$ cat src/logic/hwp_params.svh
// Constants of the haptic waveform playback block: offsets, fields, resets, timing.
// Assumes a 100 MHz pclk and a 32-bit APB register bus.
// Overview of operation
// - Drive values are signed two's complement; magnitude is strength, sign is direction.
// - Closed loop: positive asks acceleration; zero or negative triggers automatic braking.
// - Open loop: both signs drive; with open-loop auto brake, negatives mean brake.
// - Open loop full scale equals overdrive clamp level; zero input gives no drive.
// - Open-loop negative drive reverses a rotating mass, phase-flips a linear actuator.
// - Closed loop output may overshoot rated level but never exceeds the clamp level.
// - Closed-loop overdrive longer than the time limit gets the post-limit clamp until braking.
// - Closed-loop braking may overdrive only for the time limit, then the post-limit clamp applies.
// - Playback starts on launch bit written one or on an external trigger.
// - Writing zero to the launch bit or a stop trigger ends playback early.
// - Real-time playback drives continuously from the current real-time amplitude value.
// - Real-time playback stops when the operating selection leaves real-time.
// - Sequencer plays slots from one upward, stopping at a zero slot or slot eight.
// - A slot holds a 7-bit waveform index; with top bit set, waits value x 10ms.
// - Each slot waveform repeats its slot repeat count before the next slot.
// - The whole sequence replays as many times as the sequence repeat count.
// - With the trigger pin in level function, the launch bit cannot trigger.
// - Real-time playback continues indefinitely until a stop condition.
// - Sequencer runs to its end then goes to standby, unless repeating forever.
// - With brake before standby set, a brake phase precedes standby.
`ifndef HWP_PARAMS_SVH
`define HWP_PARAMS_SVH

`define HWP_OFF_CTRL 8'h00
`define HWP_OFF_GO 8'h04
`define HWP_OFF_LEVELS 8'h08
`define HWP_OFF_ODTIME 8'h0C
`define HWP_OFF_SLOTS_LO 8'h10
`define HWP_OFF_SLOTS_HI 8'h14
`define HWP_OFF_REPEAT 8'h18
`define HWP_OFF_STATUS 8'h1C
`define HWP_OFF_LAST 8'h1C

`define HWP_CTRL_MODE 0
`define HWP_CTRL_CLOSED 1
`define HWP_CTRL_OL_BRAKE 2
`define HWP_CTRL_BBS 3
`define HWP_CTRL_RESONANT 4
`define HWP_CTRL_TPF_LSB 5
`define HWP_CTRL_W 7

`define HWP_CTRL_RST 7'h02
`define HWP_LEVELS_RST 32'h60FF507F
`define HWP_SLOTS_LO_RST 32'h00000001
`define HWP_SLOTS_HI_RST 32'h00000000
`define HWP_REPEAT_RST 19'h00000
`define HWP_ODTIME_RST 2'h0

`define HWP_MODE_REALTIME 1'b0
`define HWP_TPF_PULSE 2'h0
`define HWP_TPF_LEVEL 2'h1
`define HWP_SEQ_INFINITE 3'h7
`define HWP_LAST_SLOT 3'h7

`define HWP_CLK_MHZ 100
`define HWP_TICK_US 1000
`define HWP_TICK_CYCLES (`HWP_TICK_US * `HWP_CLK_MHZ)
`define HWP_WAIT_UNIT_MS 10
`define HWP_BRAKE_MS 20
`define HWP_OD_STEP_MS 5

`endif

$ cat src/logic/hwp_pkg.sv
// Types shared by the haptic waveform playback block.
// Assumes nothing beyond a SystemVerilog package scope.
package hwp_pkg;

  typedef enum logic [2:0] {st_idle, st_rt, st_load, st_wave, st_wait, st_brake} hwp_state_t;

endpackage

$ cat src/logic/hwp_drive_shaper.sv
// Drive shaper: turns a signed drive value into magnitude, direction and brake.
// Assumes a one-cycle millisecond tick and settings held stable by software.
`timescale 1ns/1ps
`include "hwp_params.svh"

module hwp_drive_shaper (
  input wire logic pclk,
  input wire logic presetn,
  input wire logic ms_tick,
  input wire logic en,
  input wire logic brake_force,
  input wire logic closed_loop,
  input wire logic ol_auto_brake,
  input wire logic resonant,
  input wire logic [7:0] value,
  input wire logic [7:0] rated,
  input wire logic [7:0] clamp,
  input wire logic [7:0] post_clamp,
  input wire logic [1:0] od_limit,
  output logic [7:0] level_r,
  output logic reverse_r,
  output logic phase_flip_r,
  output logic brake_r,
  output logic od_locked_r
);

  logic [7:0] mag;
  logic [7:0] raw;
  logic [7:0] limited;
  logic [7:0] od_ms;
  logic [7:0] od_cnt_r;
  logic brake_now;
  logic rev_now;
  logic flip_now;
  logic active;
  logic over;

  function automatic logic [7:0] hwp_scale(input logic [7:0] m, input logic [7:0] r);
    logic [15:0] p;
    p = {8'h00, m} * {8'h00, r};
    return p[14:7];
  endfunction

  ////////////////////////////////////////////////////////////////////////////////
  assign active = en || brake_force;
  assign od_ms = 8'(({6'h00, od_limit} + 8'h01) * 8'(`HWP_OD_STEP_MS));

  always_comb
  begin
    mag = value[7] ? 8'(~value + 8'h01) : value;
    raw = 8'h00;
    brake_now = 1'b0;
    rev_now = 1'b0;
    flip_now = 1'b0;
    if (brake_force)
    begin
      brake_now = 1'b1;
      raw = clamp;
    end
    else if (!en)
    begin
      raw = 8'h00;
    end
    else if (closed_loop)
    begin
      if (value[7] || value == 8'h00)
      begin
        brake_now = 1'b1;
        raw = clamp;
      end
      else
      begin
        raw = hwp_scale(mag, clamp);
      end
    end
    else
    begin
      raw = hwp_scale(mag, clamp);
      if (value[7])
      begin
        if (ol_auto_brake)
          brake_now = 1'b1;
        else if (resonant)
          flip_now = 1'b1;
        else
          rev_now = 1'b1;
      end
    end
  end

  assign over = closed_loop && active && (raw > rated);
  assign limited = (od_locked_r && over && raw > post_clamp) ? post_clamp : raw;

  ////////////////////////////////////////////////////////////////////////////////
  // Overdrive timer restarts whenever drive turns into brake or back
  always_ff @(posedge pclk or negedge presetn)
  begin
    if (!presetn)
    begin
      od_cnt_r <= 8'h00;
      od_locked_r <= 1'b0;
    end
    else if (!active || brake_now != brake_r)
    begin
      od_cnt_r <= 8'h00;
      od_locked_r <= 1'b0;
    end
    else if (over && ms_tick && !od_locked_r)
    begin
      od_cnt_r <= 8'(od_cnt_r + 8'h01);
      if (8'(od_cnt_r + 8'h01) >= od_ms)
        od_locked_r <= 1'b1;
    end
  end

  always_ff @(posedge pclk or negedge presetn)
  begin
    if (!presetn)
    begin
      level_r <= 8'h00;
      brake_r <= 1'b0;
      reverse_r <= 1'b0;
      phase_flip_r <= 1'b0;
    end
    else
    begin
      level_r <= limited;
      brake_r <= brake_now;
      reverse_r <= rev_now;
      phase_flip_r <= flip_now;
    end
  end
endmodule

$ cat src/logic/hwp_playback.sv
// Playback controller: APB registers, trigger handling, real-time and sequencer playback.
// Assumes an APB master on pclk, a waveform library that answers lib_start with samples
// and lib_done, and a trigger pin synchronous to pclk.
`timescale 1ns/1ps
`include "hwp_params.svh"

module hwp_playback #(
  parameter int ADDR_W = 8,
  parameter int MS_TICK_CYCLES = `HWP_TICK_CYCLES
) (
  input wire logic pclk,
  input wire logic presetn,
  input wire logic [ADDR_W-1:0] paddr,
  input wire logic psel,
  input wire logic penable,
  input wire logic pwrite,
  input wire logic [31:0] pwdata,
  output logic [31:0] prdata,
  output logic pready,
  output logic pslverr,
  input wire logic trig_in,
  input wire logic [7:0] lib_sample,
  input wire logic lib_done,
  output logic [6:0] lib_index,
  output logic lib_start,
  output logic [7:0] drive_level,
  output logic drive_reverse,
  output logic drive_phase_flip,
  output logic drive_brake,
  output logic playing
);

  // Refuse widths the address decode and tick divider cannot serve
  if (ADDR_W < 6 || MS_TICK_CYCLES < 2)
  begin : g_param_check
    $error("hwp_playback: ADDR_W must be at least 6 and MS_TICK_CYCLES at least 2");
  end

  hwp_pkg::hwp_state_t state_r;
  hwp_pkg::hwp_state_t state_nxt;
  logic [`HWP_CTRL_W-1:0] ctrl_r;
  logic [31:0] levels_r;
  logic [1:0] odtime_r;
  logic [31:0] slots_lo_r;
  logic [31:0] slots_hi_r;
  logic [18:0] repeat_r;
  logic [31:0] prdata_r;
  logic pready_r;
  logic pslverr_r;
  logic [6:0] lib_index_r;
  logic [6:0] lib_index_nxt;
  logic lib_start_r;
  logic lib_start_nxt;
  logic playing_r;
  logic [2:0] idx_r;
  logic [2:0] idx_nxt;
  logic [1:0] rep_r;
  logic [1:0] rep_nxt;
  logic [2:0] main_r;
  logic [2:0] main_nxt;
  logic [10:0] wait_r;
  logic [10:0] wait_nxt;
  logic [7:0] brk_r;
  logic [7:0] brk_nxt;
  logic [31:0] tick_cnt_r;
  logic ms_tick;
  logic trig_q_r;
  logic trig_rise;
  logic trig_fall;
  logic setup;
  logic acc_wr;
  logic [3:0] setup_hit;
  logic [3:0] acc_hit;
  logic go_wr;
  logic go_start;
  logic go_stop;
  logic start_req;
  logic stop_req;
  logic busy;
  logic [1:0] tpf;
  logic [7:0] cur_slot;
  logic [7:0] shp_value;
  logic shp_en;
  logic shp_brake;
  logic adv;
  logic pass_end;
  logic finish;
  logic [31:0] rd_mux;

  // Bit 3 flags a mapped word, bits 2:0 give its word index
  function automatic logic [3:0] hwp_hit(input logic [ADDR_W-1:0] a);
    logic ok;
    ok = (a[1:0] == 2'b00) && (a <= ADDR_W'(`HWP_OFF_LAST));
    return {ok, a[4:2]};
  endfunction

  function automatic logic [7:0] hwp_slot(input logic [31:0] lo, input logic [31:0] hi, input logic [2:0] i);
    logic [63:0] all;
    all = {hi, lo};
    return all[{i, 3'b000} +: 8];
  endfunction

  ////////////////////////////////////////////////////////////////////////////////
  // APB slave: one wait-free access, answer registered in the setup cycle
  assign setup = psel && !penable;
  assign setup_hit = hwp_hit(paddr);
  assign acc_hit = hwp_hit(paddr);
  assign acc_wr = psel && penable && pready_r && pwrite && acc_hit[3] && !pslverr_r;
  assign tpf = ctrl_r[`HWP_CTRL_TPF_LSB +: 2];
  assign go_wr = acc_wr && acc_hit[2:0] == `HWP_OFF_GO >> 2;
  assign go_start = go_wr && pwdata[0] && tpf != `HWP_TPF_LEVEL;
  assign go_stop = go_wr && !pwdata[0] && tpf != `HWP_TPF_LEVEL;

  always_comb
  begin
    rd_mux = 32'h00000000;
    case (setup_hit[2:0])
      3'h0: rd_mux = {25'h0000000, ctrl_r};
      3'h1: rd_mux = {31'h00000000, playing_r};
      3'h2: rd_mux = levels_r;
      3'h3: rd_mux = {30'h00000000, odtime_r};
      3'h4: rd_mux = slots_lo_r;
      3'h5: rd_mux = slots_hi_r;
      3'h6: rd_mux = {13'h0000, repeat_r};
      3'h7: rd_mux = {8'h00, drive_level, 5'h00, main_r, rep_r, idx_r, 3'(state_r)};
      default: rd_mux = 32'h00000000;
    endcase
  end

  always_ff @(posedge pclk or negedge presetn)
  begin
    if (!presetn)
    begin
      pready_r <= 1'b0;
      pslverr_r <= 1'b0;
      prdata_r <= 32'h00000000;
    end
    else
    begin
      pready_r <= setup;
      pslverr_r <= setup && !setup_hit[3];
      if (setup && !pwrite && setup_hit[3])
        prdata_r <= rd_mux;
      else if (setup)
        prdata_r <= 32'h00000000;
    end
  end

  always_ff @(posedge pclk or negedge presetn)
  begin
    if (!presetn)
    begin
      ctrl_r <= `HWP_CTRL_RST;
      levels_r <= `HWP_LEVELS_RST;
      odtime_r <= `HWP_ODTIME_RST;
      slots_lo_r <= `HWP_SLOTS_LO_RST;
      slots_hi_r <= `HWP_SLOTS_HI_RST;
      repeat_r <= `HWP_REPEAT_RST;
    end
    else if (acc_wr)
    begin
      case (acc_hit[2:0])
        3'h0: ctrl_r <= pwdata[`HWP_CTRL_W-1:0];
        3'h2: levels_r <= pwdata;
        3'h3: odtime_r <= pwdata[1:0];
        3'h4: slots_lo_r <= pwdata;
        3'h5: slots_hi_r <= pwdata;
        3'h6: repeat_r <= pwdata[18:0];
        default: ;
      endcase
    end
  end

  ////////////////////////////////////////////////////////////////////////////////
  // Millisecond tick and trigger edges
  always_ff @(posedge pclk or negedge presetn)
  begin
    if (!presetn)
      tick_cnt_r <= 32'h00000000;
    else if (tick_cnt_r == 32'(MS_TICK_CYCLES - 1))
      tick_cnt_r <= 32'h00000000;
    else
      tick_cnt_r <= tick_cnt_r + 32'h00000001;
  end
  assign ms_tick = tick_cnt_r == 32'(MS_TICK_CYCLES - 1);

  always_ff @(posedge pclk or negedge presetn)
  begin
    if (!presetn)
      trig_q_r <= 1'b0;
    else
      trig_q_r <= trig_in;
  end

  assign trig_rise = trig_in && !trig_q_r;
  assign trig_fall = !trig_in && trig_q_r;
  assign busy = state_r inside {hwp_pkg::st_rt, hwp_pkg::st_load, hwp_pkg::st_wave, hwp_pkg::st_wait};
  // Pulse function toggles start and stop; level function follows the pin
  assign start_req = go_start || (tpf == `HWP_TPF_PULSE && trig_rise && !busy) ||
                     (tpf == `HWP_TPF_LEVEL && trig_rise);
  assign stop_req = go_stop || (tpf == `HWP_TPF_PULSE && trig_rise && busy) ||
                    (tpf == `HWP_TPF_LEVEL && trig_fall);

  ////////////////////////////////////////////////////////////////////////////////
  // Playback sequencing
  assign cur_slot = hwp_slot(slots_lo_r, slots_hi_r, idx_r);

  always_comb
  begin
    state_nxt = state_r;
    idx_nxt = idx_r;
    rep_nxt = rep_r;
    main_nxt = main_r;
    wait_nxt = wait_r;
    brk_nxt = brk_r;
    lib_index_nxt = lib_index_r;
    lib_start_nxt = 1'b0;
    adv = 1'b0;
    pass_end = 1'b0;
    finish = 1'b0;
    case (state_r)
      hwp_pkg::st_idle:
        if (start_req)
        begin
          idx_nxt = 3'h0;
          rep_nxt = 2'h0;
          main_nxt = 3'h0;
          state_nxt = (ctrl_r[`HWP_CTRL_MODE] == `HWP_MODE_REALTIME) ? hwp_pkg::st_rt : hwp_pkg::st_load;
        end
      hwp_pkg::st_rt:
        if (ctrl_r[`HWP_CTRL_MODE] != `HWP_MODE_REALTIME)
          finish = 1'b1;
      hwp_pkg::st_load:
        if (cur_slot == 8'h00)
          pass_end = 1'b1;
        else if (cur_slot[7])
        begin
          wait_nxt = 11'({4'h0, cur_slot[6:0]} * 11'(`HWP_WAIT_UNIT_MS));
          state_nxt = hwp_pkg::st_wait;
        end
        else
        begin
          lib_index_nxt = cur_slot[6:0];
          lib_start_nxt = 1'b1;
          state_nxt = hwp_pkg::st_wave;
        end
      hwp_pkg::st_wave:
        if (lib_done)
        begin
          if (rep_r < repeat_r[{idx_r, 1'b0} +: 2])
          begin
            rep_nxt = 2'(rep_r + 2'h1);
            state_nxt = hwp_pkg::st_load;
          end
          else
            adv = 1'b1;
        end
      hwp_pkg::st_wait:
        if (wait_r == 11'h000)
          adv = 1'b1;
        else if (ms_tick)
          wait_nxt = 11'(wait_r - 11'h001);
      hwp_pkg::st_brake:
        if (brk_r == 8'h00)
          state_nxt = hwp_pkg::st_idle;
        else if (ms_tick)
          brk_nxt = 8'(brk_r - 8'h01);
      default:
        state_nxt = hwp_pkg::st_idle;
    endcase
    if (adv)
    begin
      rep_nxt = 2'h0;
      if (idx_r == `HWP_LAST_SLOT)
        pass_end = 1'b1;
      else
      begin
        idx_nxt = 3'(idx_r + 3'h1);
        state_nxt = hwp_pkg::st_load;
      end
    end
    if (pass_end)
    begin
      if (repeat_r[18:16] == `HWP_SEQ_INFINITE || main_r < repeat_r[18:16])
      begin
        if (repeat_r[18:16] != `HWP_SEQ_INFINITE)
          main_nxt = 3'(main_r + 3'h1);
        idx_nxt = 3'h0;
        rep_nxt = 2'h0;
        state_nxt = hwp_pkg::st_load;
      end
      else
        finish = 1'b1;
    end
    if (busy && stop_req)
      finish = 1'b1;
    if (finish)
    begin
      lib_start_nxt = 1'b0;
      brk_nxt = 8'(`HWP_BRAKE_MS);
      state_nxt = ctrl_r[`HWP_CTRL_BBS] ? hwp_pkg::st_brake : hwp_pkg::st_idle;
    end
  end

  always_ff @(posedge pclk or negedge presetn)
  begin
    if (!presetn)
    begin
      state_r <= hwp_pkg::st_idle;
      idx_r <= 3'h0;
      rep_r <= 2'h0;
      main_r <= 3'h0;
      wait_r <= 11'h000;
      brk_r <= 8'h00;
      lib_index_r <= 7'h00;
      lib_start_r <= 1'b0;
      playing_r <= 1'b0;
    end
    else
    begin
      state_r <= state_nxt;
      idx_r <= idx_nxt;
      rep_r <= rep_nxt;
      main_r <= main_nxt;
      wait_r <= wait_nxt;
      brk_r <= brk_nxt;
      lib_index_r <= lib_index_nxt;
      lib_start_r <= lib_start_nxt;
      playing_r <= state_nxt != hwp_pkg::st_idle;
    end
  end

  ////////////////////////////////////////////////////////////////////////////////
  // Drive path: real-time amplitude or library sample, nothing in wait steps
  assign shp_en = state_r == hwp_pkg::st_rt || state_r == hwp_pkg::st_wave;
  assign shp_value = (state_r == hwp_pkg::st_rt) ? levels_r[7:0] : lib_sample;
  assign shp_brake = state_r == hwp_pkg::st_brake;

  hwp_drive_shaper u_shaper (
    .pclk(pclk),
    .presetn(presetn),
    .ms_tick(ms_tick),
    .en(shp_en),
    .brake_force(shp_brake),
    .closed_loop(ctrl_r[`HWP_CTRL_CLOSED]),
    .ol_auto_brake(ctrl_r[`HWP_CTRL_OL_BRAKE]),
    .resonant(ctrl_r[`HWP_CTRL_RESONANT]),
    .value(shp_value),
    .rated(levels_r[15:8]),
    .clamp(levels_r[23:16]),
    .post_clamp(levels_r[31:24]),
    .od_limit(odtime_r),
    .level_r(drive_level),
    .reverse_r(drive_reverse),
    .phase_flip_r(drive_phase_flip),
    .brake_r(drive_brake),
    .od_locked_r()
  );

  assign prdata = prdata_r;
  assign pready = pready_r;
  assign pslverr = pslverr_r;
  assign lib_index = lib_index_r;
  assign lib_start = lib_start_r;
  assign playing = playing_r;
endmodule

$ cat config.mk
export PLATFORM = sky130hd
export DESIGN_NAME = hwp_playback
export DESIGN_NICKNAME = d
export VERILOG_FILES = /design/src/logic/hwp_pkg.sv /design/src/logic/hwp_drive_shaper.sv /design/src/logic/hwp_playback.sv
export VERILOG_INCLUDE_DIRS = /design/src /design/src/logic
export SDC_FILE = /design/constraint.sdc
export NUM_CORES = 1
export LEC_CHECK = 0
export BUFFER_PORTS_ARGS = -buffer_cell sky130_fd_sc_hd__buf_4
export CAP_MARGIN = 20
export CORE_UTILIZATION = 40
export DETAILED_ROUTE_END_ITERATION = 8
export PLACE_DENSITY_LB_ADDON = 0.05
export SETUP_SLACK_MARGIN = 0.2
export SKIP_LAST_GASP = 1
export SLEW_MARGIN = 20
export SYNTH_ARGS = -nofsm -noshare
export SYNTH_HDL_FRONTEND = slang
export SYNTH_SLANG_ARGS = --single-unit
$ cat constraint.sdc
create_clock -name pclk -period 8.8 [get_ports pclk]
set_input_delay 0.88 -clock pclk [delete_from_list [all_inputs] [get_ports pclk]]
set_output_delay 0.88 -clock pclk [all_outputs]
set_load 0.05 [all_outputs]
# Word level (Yosys, flattened, before mapping)
# Cells that the tools add are included.
# W data, S select, Z words.
word_totals:
  reg_bits: 250
  in_bits: 55
classes:
  bitwise_logic: 3
  multipliers: 3
  magnitude_cmp: 6
  reduce_logical: 75
  add_sub_neg: 9
  mux: 92
  n_shift: 2
  eq_ne: 24
ops:
  columns: ["op", "count"]
  rows:
  - ["$pmux W32 S8", 1]
  - ["$mux W8", 13]
  - ["$mux W32", 3]
  - ["$mux W3", 23]
  - ["$shiftx A64 B7 Y8", 1]
  - ["$mux W11", 4]
  - ["$mux W1", 37]
  - ["$add A32 B1 Y32 const B", 1]
  - ["$eq A32 B17 Y1 const B", 1]
  - ["$logic_and A1 B1 Y1", 29]
  - ["$eq A3 B3 Y1 const B", 8]
  - ["$logic_not A8 Y1", 3]
  - ["$pmux W11 S2", 1]
  - ["$shiftx A19 B5 Y2", 1]
  - ["$add A8 B1 Y8 const B", 2]
  - ["$gt A8 B8 Y1", 2]
  - ["$mul A8 B8 Y15", 1]
  - ["$pmux W3 S5", 1]
  - ["$mux W2", 7]
  - ["$reduce_and A2 Y1", 7]
  - ["$eq A3 B2 Y1 const B", 4]
  - ["$reduce_bool A2 Y1", 6]
  - ["$logic_not A11 Y1", 1]
  - ["$sub A11 B1 Y11 const B", 1]
  - ["other kinds (29)", 56]

# Logic depth before layout (Yosys ltp)
# Gate-level depths: netlist of the first run.
logic_depth:
  word_depth: 18
  mapped_depth: 36

# Hierarchy
# A second synthesis of the first run with hierarchy kept.
hier_totals:
  hier_cells: 1466
  area_unflattened_um2: 15766.4
by_module_without_submodules:
  columns: ["mod", "area_per_inst_um2", "seq_area_each_um2", "instances", "cells_per_inst"]
  rows:
  - ["hwp_playback", 12059.1, 5781.8, 1, 1054]
  - ["hwp_drive_shaper", 3707.3, 500.5, 1, 412]

# Worst setup path after synthesis of the first run
# No wires, ideal clock.
synth_path:
  path_kind: "input port to flip-flop"
  start: "input lib_sample[0]"
  end: "register u_shaper.level_r[1]"
  cell_stages: 30
  required_ns: 8.675
  setup_slack_ns: 1.371
  setup_time_ns: 0.125
  t_arrival_ns: 7.305
  cell_sequence: "mux2_2 -> clkbuf_1 -> inv_1 -> ha_1 -> mux2i_1 -> mux2i_1 -> nand2_1 -> fa_1 -> fa_1 -> inv_1 -> fa_1 -> inv_1 -> fa_1 -> inv_1 -> ha_1 -> o21a_1 -> o21ai_0 -> nand2b_1 -> o41ai_4 -> o21bai_1 -> xnor2_1 -> o21ai_0 -> ha_1 -> and4b_1 -> a2111oi_0 -> o31ai_1 -> nand2_1 -> or3_1 -> buf_1 -> mux2_2"
synth_via:
  elab_chain_len: 14
  word_cells_on_any_way: 17
  cone_classes: "add/sub: 1; mul: 1; order compare: 2; mux: 7; bitwise: 1; reduce/logical: 5"
synth_rtl:
  columns: ["element", "line", "rtl"]
  rows:
  - ["from (decl)", "hwp_playback.sv:22", "input wire logic [7:0] lib_sample,"]
  - ["$mux W8 *", "hwp_playback.sv:336", "assign shp_value = (state_r == hwp_pkg::st_rt) ? levels_r[7:0] : lib_sample;"]
  - ["$not A8 Y8", "hwp_drive_shaper.sv:50", "mag = value[7] ? 8'(~value + 8'h01) : value;"]
  - ["$add A8 B1 Y8", "hwp_drive_shaper.sv:50", null]
  - ["$mux W8", "hwp_drive_shaper.sv:50", null]
  - ["$mul A8 B8 Y15", "hwp_drive_shaper.sv:40", "p = {8'h00, m} * {8'h00, r};"]
  - ["$mux W8", "hwp_drive_shaper.sv:66", "if (value[7] || value == 8'h00)"]
  - ["$mux W8 *", "hwp_drive_shaper.sv:64", "else if (closed_loop)"]
  - ["$mux W8 *", "hwp_drive_shaper.sv:60", "else if (!en)"]
  - ["$mux W8 *", "hwp_drive_shaper.sv:55", "if (brake_force)"]
  - ["$gt A8 B8 Y1", "hwp_drive_shaper.sv:91", "assign over = closed_loop && active && (raw > rated);"]
  - ["$logic_and A1 B1 Y1", "hwp_drive_shaper.sv:91", null]
  - ["$logic_and A1 B1 Y1 (2 in a row)", "hwp_drive_shaper.sv:92", "assign limited = (od_locked_r && over && raw > post_clamp) ? post_clamp : raw;"]
  - ["$mux W8 *", "hwp_drive_shaper.sv:92", null]
  - ["named net u_shaper.limited[1]", "hwp_drive_shaper.sv:29", "logic [7:0] limited;"]
  - ["to (signal assigned)", "hwp_drive_shaper.sv:127", "level_r <= limited;"]
  - ["to (decl)", "hwp_drive_shaper.sv:20", "output logic [7:0] level_r,"]
# The timed path passes the listed nets; every way through them passes the cells marked *.
# A chain may end at the register's enable or synchronous reset.

# Worst setup path in the final report of the first run
layout_path:
  start: "register state_r[2]"
  end: "register u_shaper.od_cnt_r[6]"
layout_via:
  elab_chain_len: 15
  word_cells_on_any_way: 31
  cone_classes: "add/sub: 1; mul: 1; order compare: 1; eq/ne: 4; mux: 12; bitwise: 1; reduce/logical: 11"
layout_rtl:
  columns: ["element", "line", "rtl"]
  rows:
  - ["from (decl)", "hwp_playback.sv:39", "hwp_pkg::hwp_state_t state_r;"]
  - ["from (signal assigned)", "hwp_playback.sv:309", "state_r <= hwp_pkg::st_idle;"]
  - ["from (signal assigned)", "hwp_playback.sv:321", "state_r <= state_nxt;"]
  - ["$eq A3 B1 Y1", "hwp_playback.sv:335, hwp_playback.sv:336", null]
  - ["$mux W8", "hwp_playback.sv:336", null]
  - ["$not A8 Y8", "hwp_drive_shaper.sv:50", null]
  - ["$add A8 B1 Y8", "hwp_drive_shaper.sv:50", null]
  - ["$mux W8", "hwp_drive_shaper.sv:50", null]
  - ["$mul A8 B8 Y15", "hwp_drive_shaper.sv:40", null]
  - ["$mux W8", "hwp_drive_shaper.sv:66", null]
  - ["$mux W8", "hwp_drive_shaper.sv:64", null]
  - ["$mux W8", "hwp_drive_shaper.sv:60", null]
  - ["$mux W8", "hwp_drive_shaper.sv:55", null]
  - ["$gt A8 B8 Y1", "hwp_drive_shaper.sv:91", null]
  - ["$logic_and A1 B1 Y1", "hwp_drive_shaper.sv:91", null]
  - ["$logic_and A1 B1 Y1 (2 in a row)", "hwp_drive_shaper.sv:108", "else if (over && ms_tick && !od_locked_r)"]
  - ["$reduce_bool A2 Y1 (no line)", null, null]
  - ["to (signal assigned)", "hwp_drive_shaper.sv:110", "od_cnt_r <= 8'(od_cnt_r + 8'h01);"]
  - ["to (decl)", "hwp_drive_shaper.sv:31", "logic [7:0] od_cnt_r;"]
# Several ways; a longest one is shown, not always the timed one.

==> out/results.txt, run 1 <==
WL/cell: 22.4 um
Iter 0 DRT Violations: 814
Startpoint types: register
Hold Slack: 0.349 ns
Post-synth EDFFs: 0
Core area: 0.0378 mm^2
Starting density of the core: 40.7%
GR Util All Layers: 24.4%
Final count of negative-setup-slack endpoints: 0
Endpoints failing hold: 0
Largest net degree at the start of global routing: 146
CP Data Required Time: 9.24 ns
Grt total ovfl: 0
Skew-Pair Late Insertion Delay: 0.58 ns
Vias: 11.3k
CTS clk-pin slew, worst paths: 0.06 ns
Clk_skew: 0.0211 ns
CP endpoint kind: register
Crit path time final: 8.06 ns
Top post-synthesis cells by count: dfrtp_1 (229), mux2_2 (147), nand2_1 (115)
CP most frequent cell: fa_1
Num CTS Buffers: 30
Synth top area share: 37.3%
TritonCTS clock tree: yes
Fillers: 3,584
Synth warn: 0
Slowest cell delay on critical path: 0.59 ns
Die Height: 198 um
Register area share after synthesis: 40.8%
Setup Fix Bufs, Post-CTS: 0
Detailed Place HPWL: 34,200 um
WL final: 46,500 um
Run status: finished, final reports clean
Area grow syn2layout: 16.0%
Cts hold-fix bufs: 0
Yosys reg bits: 250
Footprint of the multi-input gates: 0.00850 mm^2
Slew Viols, Final: 0
Final GP Congestion: 0.936
Ys async rst share: 100%
Vias in the first global route: 11.4k
H-Tree Depth: 1
Buffers on Ports: 108
Final ANT Viol Nets: 0
# diodes: 0
CTS sink cnt: 250
Area contributors post-synth: dfrtp_1 (37%), mux2_2 (11%), ha_1 (6.3%)
Mapped Cells: 1,444
First-pass GRT wire length: 72,300 um
Top FF cell, synth: dfrtp_1
Post-cts repair resize count: 0
Power Density: 160 mW/mm^2
Tcrit/Tclk final: 91.5%
Register area: 0.00628 mm^2
RSZ-0062 raised after global routing: false
Syn Nets: 1,612
Max cap viols: 0
Overall Power: 2850 uW
Die area: 0.0392 mm^2
Crit-path slowest cell: or3_1
Worst Path Max Fanout: 14
CP Data Arrival Time: 8.50 ns
Leakage dissipation: 0.00841 uW
Fmax: 124 MHz
Share of cells above drive strength 1: 26.0%
Drt drc: 0
Slew HR: 39.6%
Syn Area/Cell: 10.7 um^2
Worst vdd ir: 180 uV
I/O pin count: 109
Hold/Removal Path Class: input pin to asynchronous set/reset pin
Buffers & Inverters on Critical Path: 4
Post-layout net count: 1,706
CTS root buf: clkbuf_16
Via/cell ratio: 5.47
Synth unique cells: 74
Site Rows: 71
Netlist Area Pre-Place: 0.0154 mm^2
Count leader, synth: dfrtp_1
Critical path class: register to register
Yosys top cell by area: dfrtp_1
CP top delay family: adder cells
First drt pass iteration count: 5
Setup TNS: 0 ns
Die Width: 198 um
Initial antenna violation count: 2
Slew of the pin with the lowest slew margin: 0.905 ns
Clk buf depth: 3
==> final timing paths <==
path,from,end,slack [ns],cells past startpoint
worst min-delay path,presetn,slots_lo_r[20]$_DFFE_PN0P_,0.35,1
max in group asynchronous,presetn,idx_r[1]$_DFF_PN0_,7.19,2
worst max register to register,state_r[2]$_DFF_PN0_,u_shaper.od_cnt_r[6]$_DFFE_PN0P_,0.74,30
worst max-delay path,state_r[2]$_DFF_PN0_,u_shaper.od_cnt_r[6]$_DFFE_PN0P_,0.74,30
min in group pclk,trig_in,trig_q_r$_DFF_PN0_,0.45,1
worst min register to register,tick_cnt_r[0]$_DFF_PN0_,tick_cnt_r[0]$_DFF_PN0_,0.45,1
==> sequential cells by signal, summed over array words and instances, names as in the netlist, 3 cells and up <==
| name | flops |
|---|---|
| tick_cnt_r | 32 |
| brk_r | 8 |
| ctrl_r | 7 |
| slots_lo_r | 32 |
| u_shaper.od_cnt_r | 8 |
| lib_index | 7 |
| state_r | 3 |
| repeat_r | 19 |
| slots_hi_r | 32 |
| prdata | 32 |
| levels_r | 32 |
| idx_r | 3 |
| main_r | 3 |
| wait_r | 11 |
| u_shaper.level_r | 8 |
==> stage by stage <==
step / setup slack, ns / util (%) / std cells / cell area, um^2
2_1_floorplan: 1.37 / - / 1444 / 15400
3_5_place_dp: 0.499 / 44.4 / 2017 / 16800
6_report: 0.745 / 47.3 / 2073 / 17800
4_1_cts: 0.410 / 47.2 / 2073 / 17800
5_1_grt: 0.215 / 47.3 / 2073 / 17800
3_3_place_gp: 0.573 / 44.4 / 2017 / 16800
==> cell families after synthesis <==
logic type                 synth area share, %
AOI/OAI and AO/OA                         9.87
xor gates and xnor gates                  3.87
adders and majority gates                 10.9
buffers and inverters                     4.02
DFF                                       40.8
muxes                                     16.8
and+or+nand+nor                           13.7
==> routing by layer <==
metal,track usage [%],vias up,share of wire (%)
met5,0,-,0
met4,4.11,0,1.6
met3,2.28,55,4.8
met2,37.7,327,44
met1,37.5,5680,49
li1,-,5284,-
==> report_power, final <==
part / internal [uW] / switching (uW)
Clock: 806 / 529
Sequential: 1170 / 19.4
Combinational: 114 / 217
Total: 2090 / 765
==> placed cells by master, fill, tap and decap left out, types with 10 or more instances in the layout <==
cell,n
dfrtp_1,228
mux2_2,147
buf_4,129
nand2_1,115
nor2_1,95
inv_1,92
ha_1,78
o21ai_0,72
a21oi_1,53
and2_1,52
xnor2_1,43
nand3_1,37
fa_1,35
mux4_2,31
a22oi_1,30
clkbuf_16,30
xor2_1,23
mux2i_1,22
dfstp_2,21
nor3_1,20
nand2b_1,15
a21o_1,14
nor2b_1,10
and3_1,10
==> final cells by class <==
| type | instances | share of cell area, % |
|---|---|---|
| Tap cell | 511 | 3.58 |
| Clock inverter | 15 | 1.19 |
| Timing Repair Buffer | 131 | 5.62 |
| Sequential cell | 250 | 35.2 |
| Inverter | 92 | 1.93 |
| Multi-Input combinational cell | 1033 | 47.6 |
| Clock buffer | 41 | 4.83 |
Power figures use the tool's default switching activity.
==> inputs of run 2 (changes only) <==
--- a/config.mk
+++ b/config.mk
@@ -8,7 +8,8 @@
 export LEC_CHECK = 0
 export BUFFER_PORTS_ARGS = -buffer_cell sky130_fd_sc_hd__buf_4
 export CAP_MARGIN = 20
-export CORE_UTILIZATION = 40
+export CORE_MARGIN = 10
+export CORE_UTILIZATION = 62
 export DETAILED_ROUTE_END_ITERATION = 8
 export PLACE_DENSITY_LB_ADDON = 0.05
 export SETUP_SLACK_MARGIN = 0.2
==> run 2 against run 1 <==
  * Combinational power down 4%
  * First-iteration DRC count up 34%
  * Sequential share of layout area up 0.46 points
  * Critical path type unchanged
==> out/results.txt, run 2 (synthesis results as in run 1) <==
Run status: finished, final reports clean
Cts hold-fix bufs: 0
Clock Power Share: 46.9%
Hold Slack: 0.196 ns
CTS root buf: clkbuf_16
I/O pin count: 109
Area grow syn2layout: 14.5%
Slew of the pin with the lowest slew margin: 1.16 ns
Max cap viols: 0
Worst vdd ir: 170 uV
Share of cells above drive strength 1: 25.8%
Die area: 0.0315 mm^2
First drt pass iteration count: 8
Internal: 2130 uW
CP endpoint kind: register
CP Data Required Time: 9.23 ns
TritonCTS clock tree: yes
Commonest non-fill, non-tap cell in the layout: dfrtp_1
Final count of negative-setup-slack endpoints: 0
Leakage dissipation: 0.00841 uW
# diodes: 0
Final GP Congestion: 0.937
Core area: 0.0244 mm^2
Register area: 0.00628 mm^2
Power Density: 161 mW/mm^2
Post-layout net count: 1,703
Vias in the first global route: 11.8k
CP Data Arrival Time: 8.49 ns
Endpoints failing hold: 0
CTS sink cnt: 250
Setup TNS: 0 ns
Skew-Pair Late Insertion Delay: 0.55 ns
Tcrit/Tclk final: 91.6%
Site Rows: 57
RSZ-0062 raised after global routing: false
Footprint of the multi-input gates: 0.00851 mm^2
Iter 0 DRT Violations: 1,092
Most frequent cells in the layout: dfrtp_1 (229), mux2_2 (147), buf_4 (128), nand2_1 (115), nor2_1 (95)
First-pass GRT wire length: 68,000 um
Largest net degree at the start of global routing: 135
Clk_skew: 0.0160 ns
Vias: 11.7k
H-Tree Depth: 1
Buffers on Ports: 108
Die Width: 178 um
Overall Power: 2840 uW
Num CTS Buffers: 28
GR Util All Layers: 27.5%
WL final: 42,800 um
Startpoint types: register
CTS clk-pin slew, worst paths: 0.07 ns
Die Height: 178 um
Sw frac: 25.2%
Fillers: 1,807
Fmax: 124 MHz
Initial antenna violation count: 1
Drt drc: 0
Detailed Place HPWL: 31,300 um
Via/cell ratio: 6.23
Crit path time final: 8.06 ns
Starting density of the core: 63.1%
Sequential Power Share: 42.0%
Sw power: 716 uW
Grt total ovfl: 0
Hold/Removal Path Class: input pin to asynchronous set/reset pin
Worst Path Max Fanout: 14
Slew Viols, Final: 0
Combinational cell fraction of total power: 11.1%
Critical path class: register to register
Final ANT Viol Nets: 0
WL/cell: 22.8 um
Slew HR: 22.5%
Clk buf depth: 3
Crit-path slowest cell: o21ai_0
Slowest cell delay on critical path: 0.58 ns
run 2: path summary, 6_finish.rpt:
check | slack, ns | startpoint | to | cells past startpoint
max reg2reg | 0.74 | state_r[1]$_DFF_PN0_ | u_shaper.od_cnt_r[6]$_DFFE_PN0P_ | 30
max | 0.74 | state_r[1]$_DFF_PN0_ | u_shaper.od_cnt_r[6]$_DFFE_PN0P_ | 30
max in group asynchronous | 6.32 | presetn | slots_lo_r[29]$_DFFE_PN0P_ | 4
min in group pclk | 0.47 | trig_in | trig_q_r$_DFF_PN0_ | 1
min | 0.20 | presetn | prdata[21]$_DFFE_PN0P_ | 1
min reg2reg | 0.48 | tick_cnt_r[31]$_DFF_PN0_ | tick_cnt_r[31]$_DFF_PN0_ | 1
run 2: layer usage:
metal	part of all wire [%]	GRT usage, %	up-vias	wire length (um)
li1	-	-	5279	-
met1	42	37.8	5806	18000
met2	44	41.2	538	18900
met3	11	7.42	80	4650
met4	2.8	9.59	2	1220
met5	0.028	0	-	12
run 2: power groups by stage:
stage               sequential, uW  clock, uW  combinational (uW)
floorplan                     1220          0                 175
global placement              1210          0                 303
detailed placement            1210          0                 309
CTS                           1190       1340                 310
global route                  1200       1390                 345
finish                        1190       1330                 317
run 2: final cells by class:
class / count / area share [%]
Timing Repair Buffer: 130 / 5.70
Multi-Input combinational cell: 1033 / 48.3
Inverter: 92 / 1.96
Sequential cell: 250 / 35.7
Clock inverter: 11 / 1.20
Tap cell: 324 / 2.30
Clock buffer: 40 / 4.87
run 2: timing repair:
action | 4_1_cts | 5_1_grt
gates resized for setup | 0 | 5
buffers inserted | 0 | 0
endpoints found under the setup margin | 0 | 16
run 2: metrics by stage:
stage	instance area (um^2)	worst slack, ns	util, %	cells
floorplan	15400	1.37	-	1444
global placement	16500	0.789	67.6	1828
detailed placement	16500	0.506	67.6	1828
CTS	17600	0.484	72.0	1879
global route	17600	0.320	72.2	1880
finish	17600	0.742	72.2	1880
run 2: critical path, delay by kind of cell, from the launching register on:
family,cells,cell delay (ns)
adder cells (fa/ha/maj),7,2.94
XOR/XNOR,3,0.63
buffers and inverters,4,0.23
multiplexers,1,0.48
AO/OA/AOI/OAI,7,1.47
AND/OR/NAND/NOR,8,1.64
flip-flops,1,0.54
==> inputs of run 3 (changes only) <==
--- a/config.mk
+++ b/config.mk
@@ -8,8 +8,10 @@
 export LEC_CHECK = 0
 export BUFFER_PORTS_ARGS = -buffer_cell sky130_fd_sc_hd__buf_4
 export CAP_MARGIN = 20
+export CELL_PAD_IN_SITES_DETAIL_PLACEMENT = 1
+export CELL_PAD_IN_SITES_GLOBAL_PLACEMENT = 1
 export CORE_MARGIN = 10
-export CORE_UTILIZATION = 62
+export CORE_UTILIZATION = 49
 export DETAILED_ROUTE_END_ITERATION = 8
 export PLACE_DENSITY_LB_ADDON = 0.05
 export SETUP_SLACK_MARGIN = 0.2
==> run 3 against run 2 <==
  * Global-route usage down 2.2 points
  * Cell area about the same
  * Critical path depth unchanged
  * Routed wire length up 14%
  * Register-to-register slack worse by 0.17 ns
  * Cell count up 3.9%
  * Worst setup slack worse by 0.17 ns
  * Core utilization down 15 points
  * Combinational power up 7.6%
  * Hold slack better by 0.19 ns
  * Clock power down 7%
  * Largest cell class unchanged
  * Count of clock-buffer cells in the layout up 4
==> out/results.txt, run 3 (synthesis results as in run 1) <==
Share of cells above drive strength 1: 25.6%
Worst Path Max Fanout: 14
Clk_skew: 0.0156 ns
Leakage dissipation: 0.00837 uW
Endpoints failing hold: 0
Metal1 wirelength: 21,300 um
Crit path time final: 8.23 ns
Num CTS Buffers: 28
Setup TNS: 0 ns
Internal: 2030 uW
Clk buf depth: 3
Skew-Pair Late Insertion Delay: 0.55 ns
Crit-path slowest cell: fa_1
# diodes: 0
Metal3 WL: 3740 um
Grt total ovfl: 0
Area grow syn2layout: 14.5%
Setup Fix Bufs, Post-CTS: 0
WL/cell: 24.9 um
Final count of negative-setup-slack endpoints: 0
Sw power: 740 uW
Final WS setup: 0.569 ns
Highest metal used: met5
Buffers on Ports: 108
RSZ-0062 raised after global routing: false
Die Width: 197 um
Sequential Power Share: 42.9%
TritonCTS clock tree: yes
Critical path class: register to register
CTS clk-pin slew, worst paths: 0.07 ns
Combinational cell fraction of total power: 12.3%
Core area: 0.0307 mm^2
Reg2reg path depth: 30
Commonest non-fill, non-tap cell in the layout: dfrtp_1
Most frequent cells in the layout: dfrtp_1 (229), mux2_2 (147), buf_4 (129), nand2_1 (115), nor2_1 (95)
Sw frac: 26.7%
CP endpoint kind: register
CTS root buf: clkbuf_16
WL final: 48,700 um
First-pass GRT wire length: 76,900 um
Post-layout net count: 1,704
First drt pass iteration count: 5
CTS sink cnt: 250
Initial antenna violation count: 5
Die area: 0.0389 mm^2
Fillers: 3,297
Fmax: 121 MHz
Tcrit/Tclk final: 93.5%
Site Rows: 64
Slew HR: 37.5%
Worst vdd ir: 136 uV
Vias: 11.8k
Run status: finished, final reports clean
Power Density: 157 mW/mm^2
Iter 0 DRT Violations: 808
CP Data Arrival Time: 8.65 ns
WL met2: 22,100 um
Largest net degree at the start of global routing: 139
Max cap viols: 0
GR Util All Layers: 25.3%
Drt drc: 0
Via/cell ratio: 6.04
Detailed Place HPWL: 35,800 um
Post-place setup slack: 0.245 ns
Clock Power Share: 44.9%
Hold/Removal Path Class: input pin to asynchronous set/reset pin
CP most frequent cell: fa_1
H-Tree Depth: 1
Slew of the pin with the lowest slew margin: 0.938 ns
Final ANT Viol Nets: 0
Vias in the first global route: 12.9k
Die Height: 197 um
CP Data Required Time: 9.22 ns
Starting density of the core: 50.0%
I/O pin count: 109
Slew Viols, Final: 0
Slowest cell delay on critical path: 0.55 ns
Startpoint types: register
Final GP Congestion: 0.915
==> run 3: cell type report <==
cell class	count	area (um^2)	area share [%]
clock inverters	8	118	0.668
well taps	396	495	2.81
multi-input cells	1033	8520	48.4
inverters	92	345	1.96
repair buffers	131	1000	5.70
flip-flops and latches	250	6280	35.7
clock buffers	44	852	4.84
==> run 3: worst max-delay path: cells and delay by family, from the launching register on <==
kind	cells	cell delay [ns]
muxes	3	0.66
buffers and inverters	3	0.42
adders and majority gates	7	2.92
and+or+nand+nor	9	1.85
DFF	1	0.53
AOI/OAI and AO/OA	7	1.56
xor gates and xnor gates	1	0.16
==> run 3: what timing repair did <==
| action | in CTS | in global routing |
|---|---|---|
| setup endpoints to repair | 6 | 16 |
| hold buffers | 0 | 0 |
| gates resized for setup | 1 | 6 |
==> run 3: path summary, 6_finish.rpt <==
check	from	end	slack (ns)
setup / recovery	state_r[2]$_DFF_PN0_	u_shaper.od_cnt_r[6]$_DFFE_PN0P_	0.57
hold / removal	presetn	slots_lo_r[23]$_DFFE_PN0P_	0.38
setup reg to reg	state_r[2]$_DFF_PN0_	u_shaper.od_cnt_r[6]$_DFFE_PN0P_	0.57
hold reg to reg	tick_cnt_r[0]$_DFF_PN0_	tick_cnt_r[0]$_DFF_PN0_	0.47
max in group asynchronous	presetn	repeat_r[3]$_DFFE_PN0P_	7.20
min in group pclk	tick_cnt_r[0]$_DFF_PN0_	tick_cnt_r[0]$_DFF_PN0_	0.47
==> run 3: power by group through the flow <==
stage / Sequential [uW] / Clock (uW) / Combinational [uW]
after floorplan: 1220 / 0 / 175
after detailed placement: 1210 / 0 / 334
after global routing: 1190 / 1320 / 370
after global placement: 1210 / 0 / 328
after CTS: 1190 / 1270 / 337
final: 1190 / 1240 / 341
==> run 3: routing by layer <==
metal / vias up / GRT usage, %
met3: 81 / 6.58
met2: 356 / 40.1
met5: - / 0
met4: 6 / 7.55
li1: 5275 / -
met1: 6087 / 33.4
==> run 3: stage by stage <==
step,utilization [%],hold WS (ns),cells,total power (uW),cell area [um^2]
4_1_cts,57.2,0.444,1954,2790,17600
6_report,57.3,0.384,1954,2770,17600
2_1_floorplan,-,0.425,1444,1390,15400
3_5_place_dp,54.0,0.449,1902,1540,16600
3_3_place_gp,54.0,0.449,1902,1540,16600
5_1_grt,57.3,0.462,1954,2880,17600
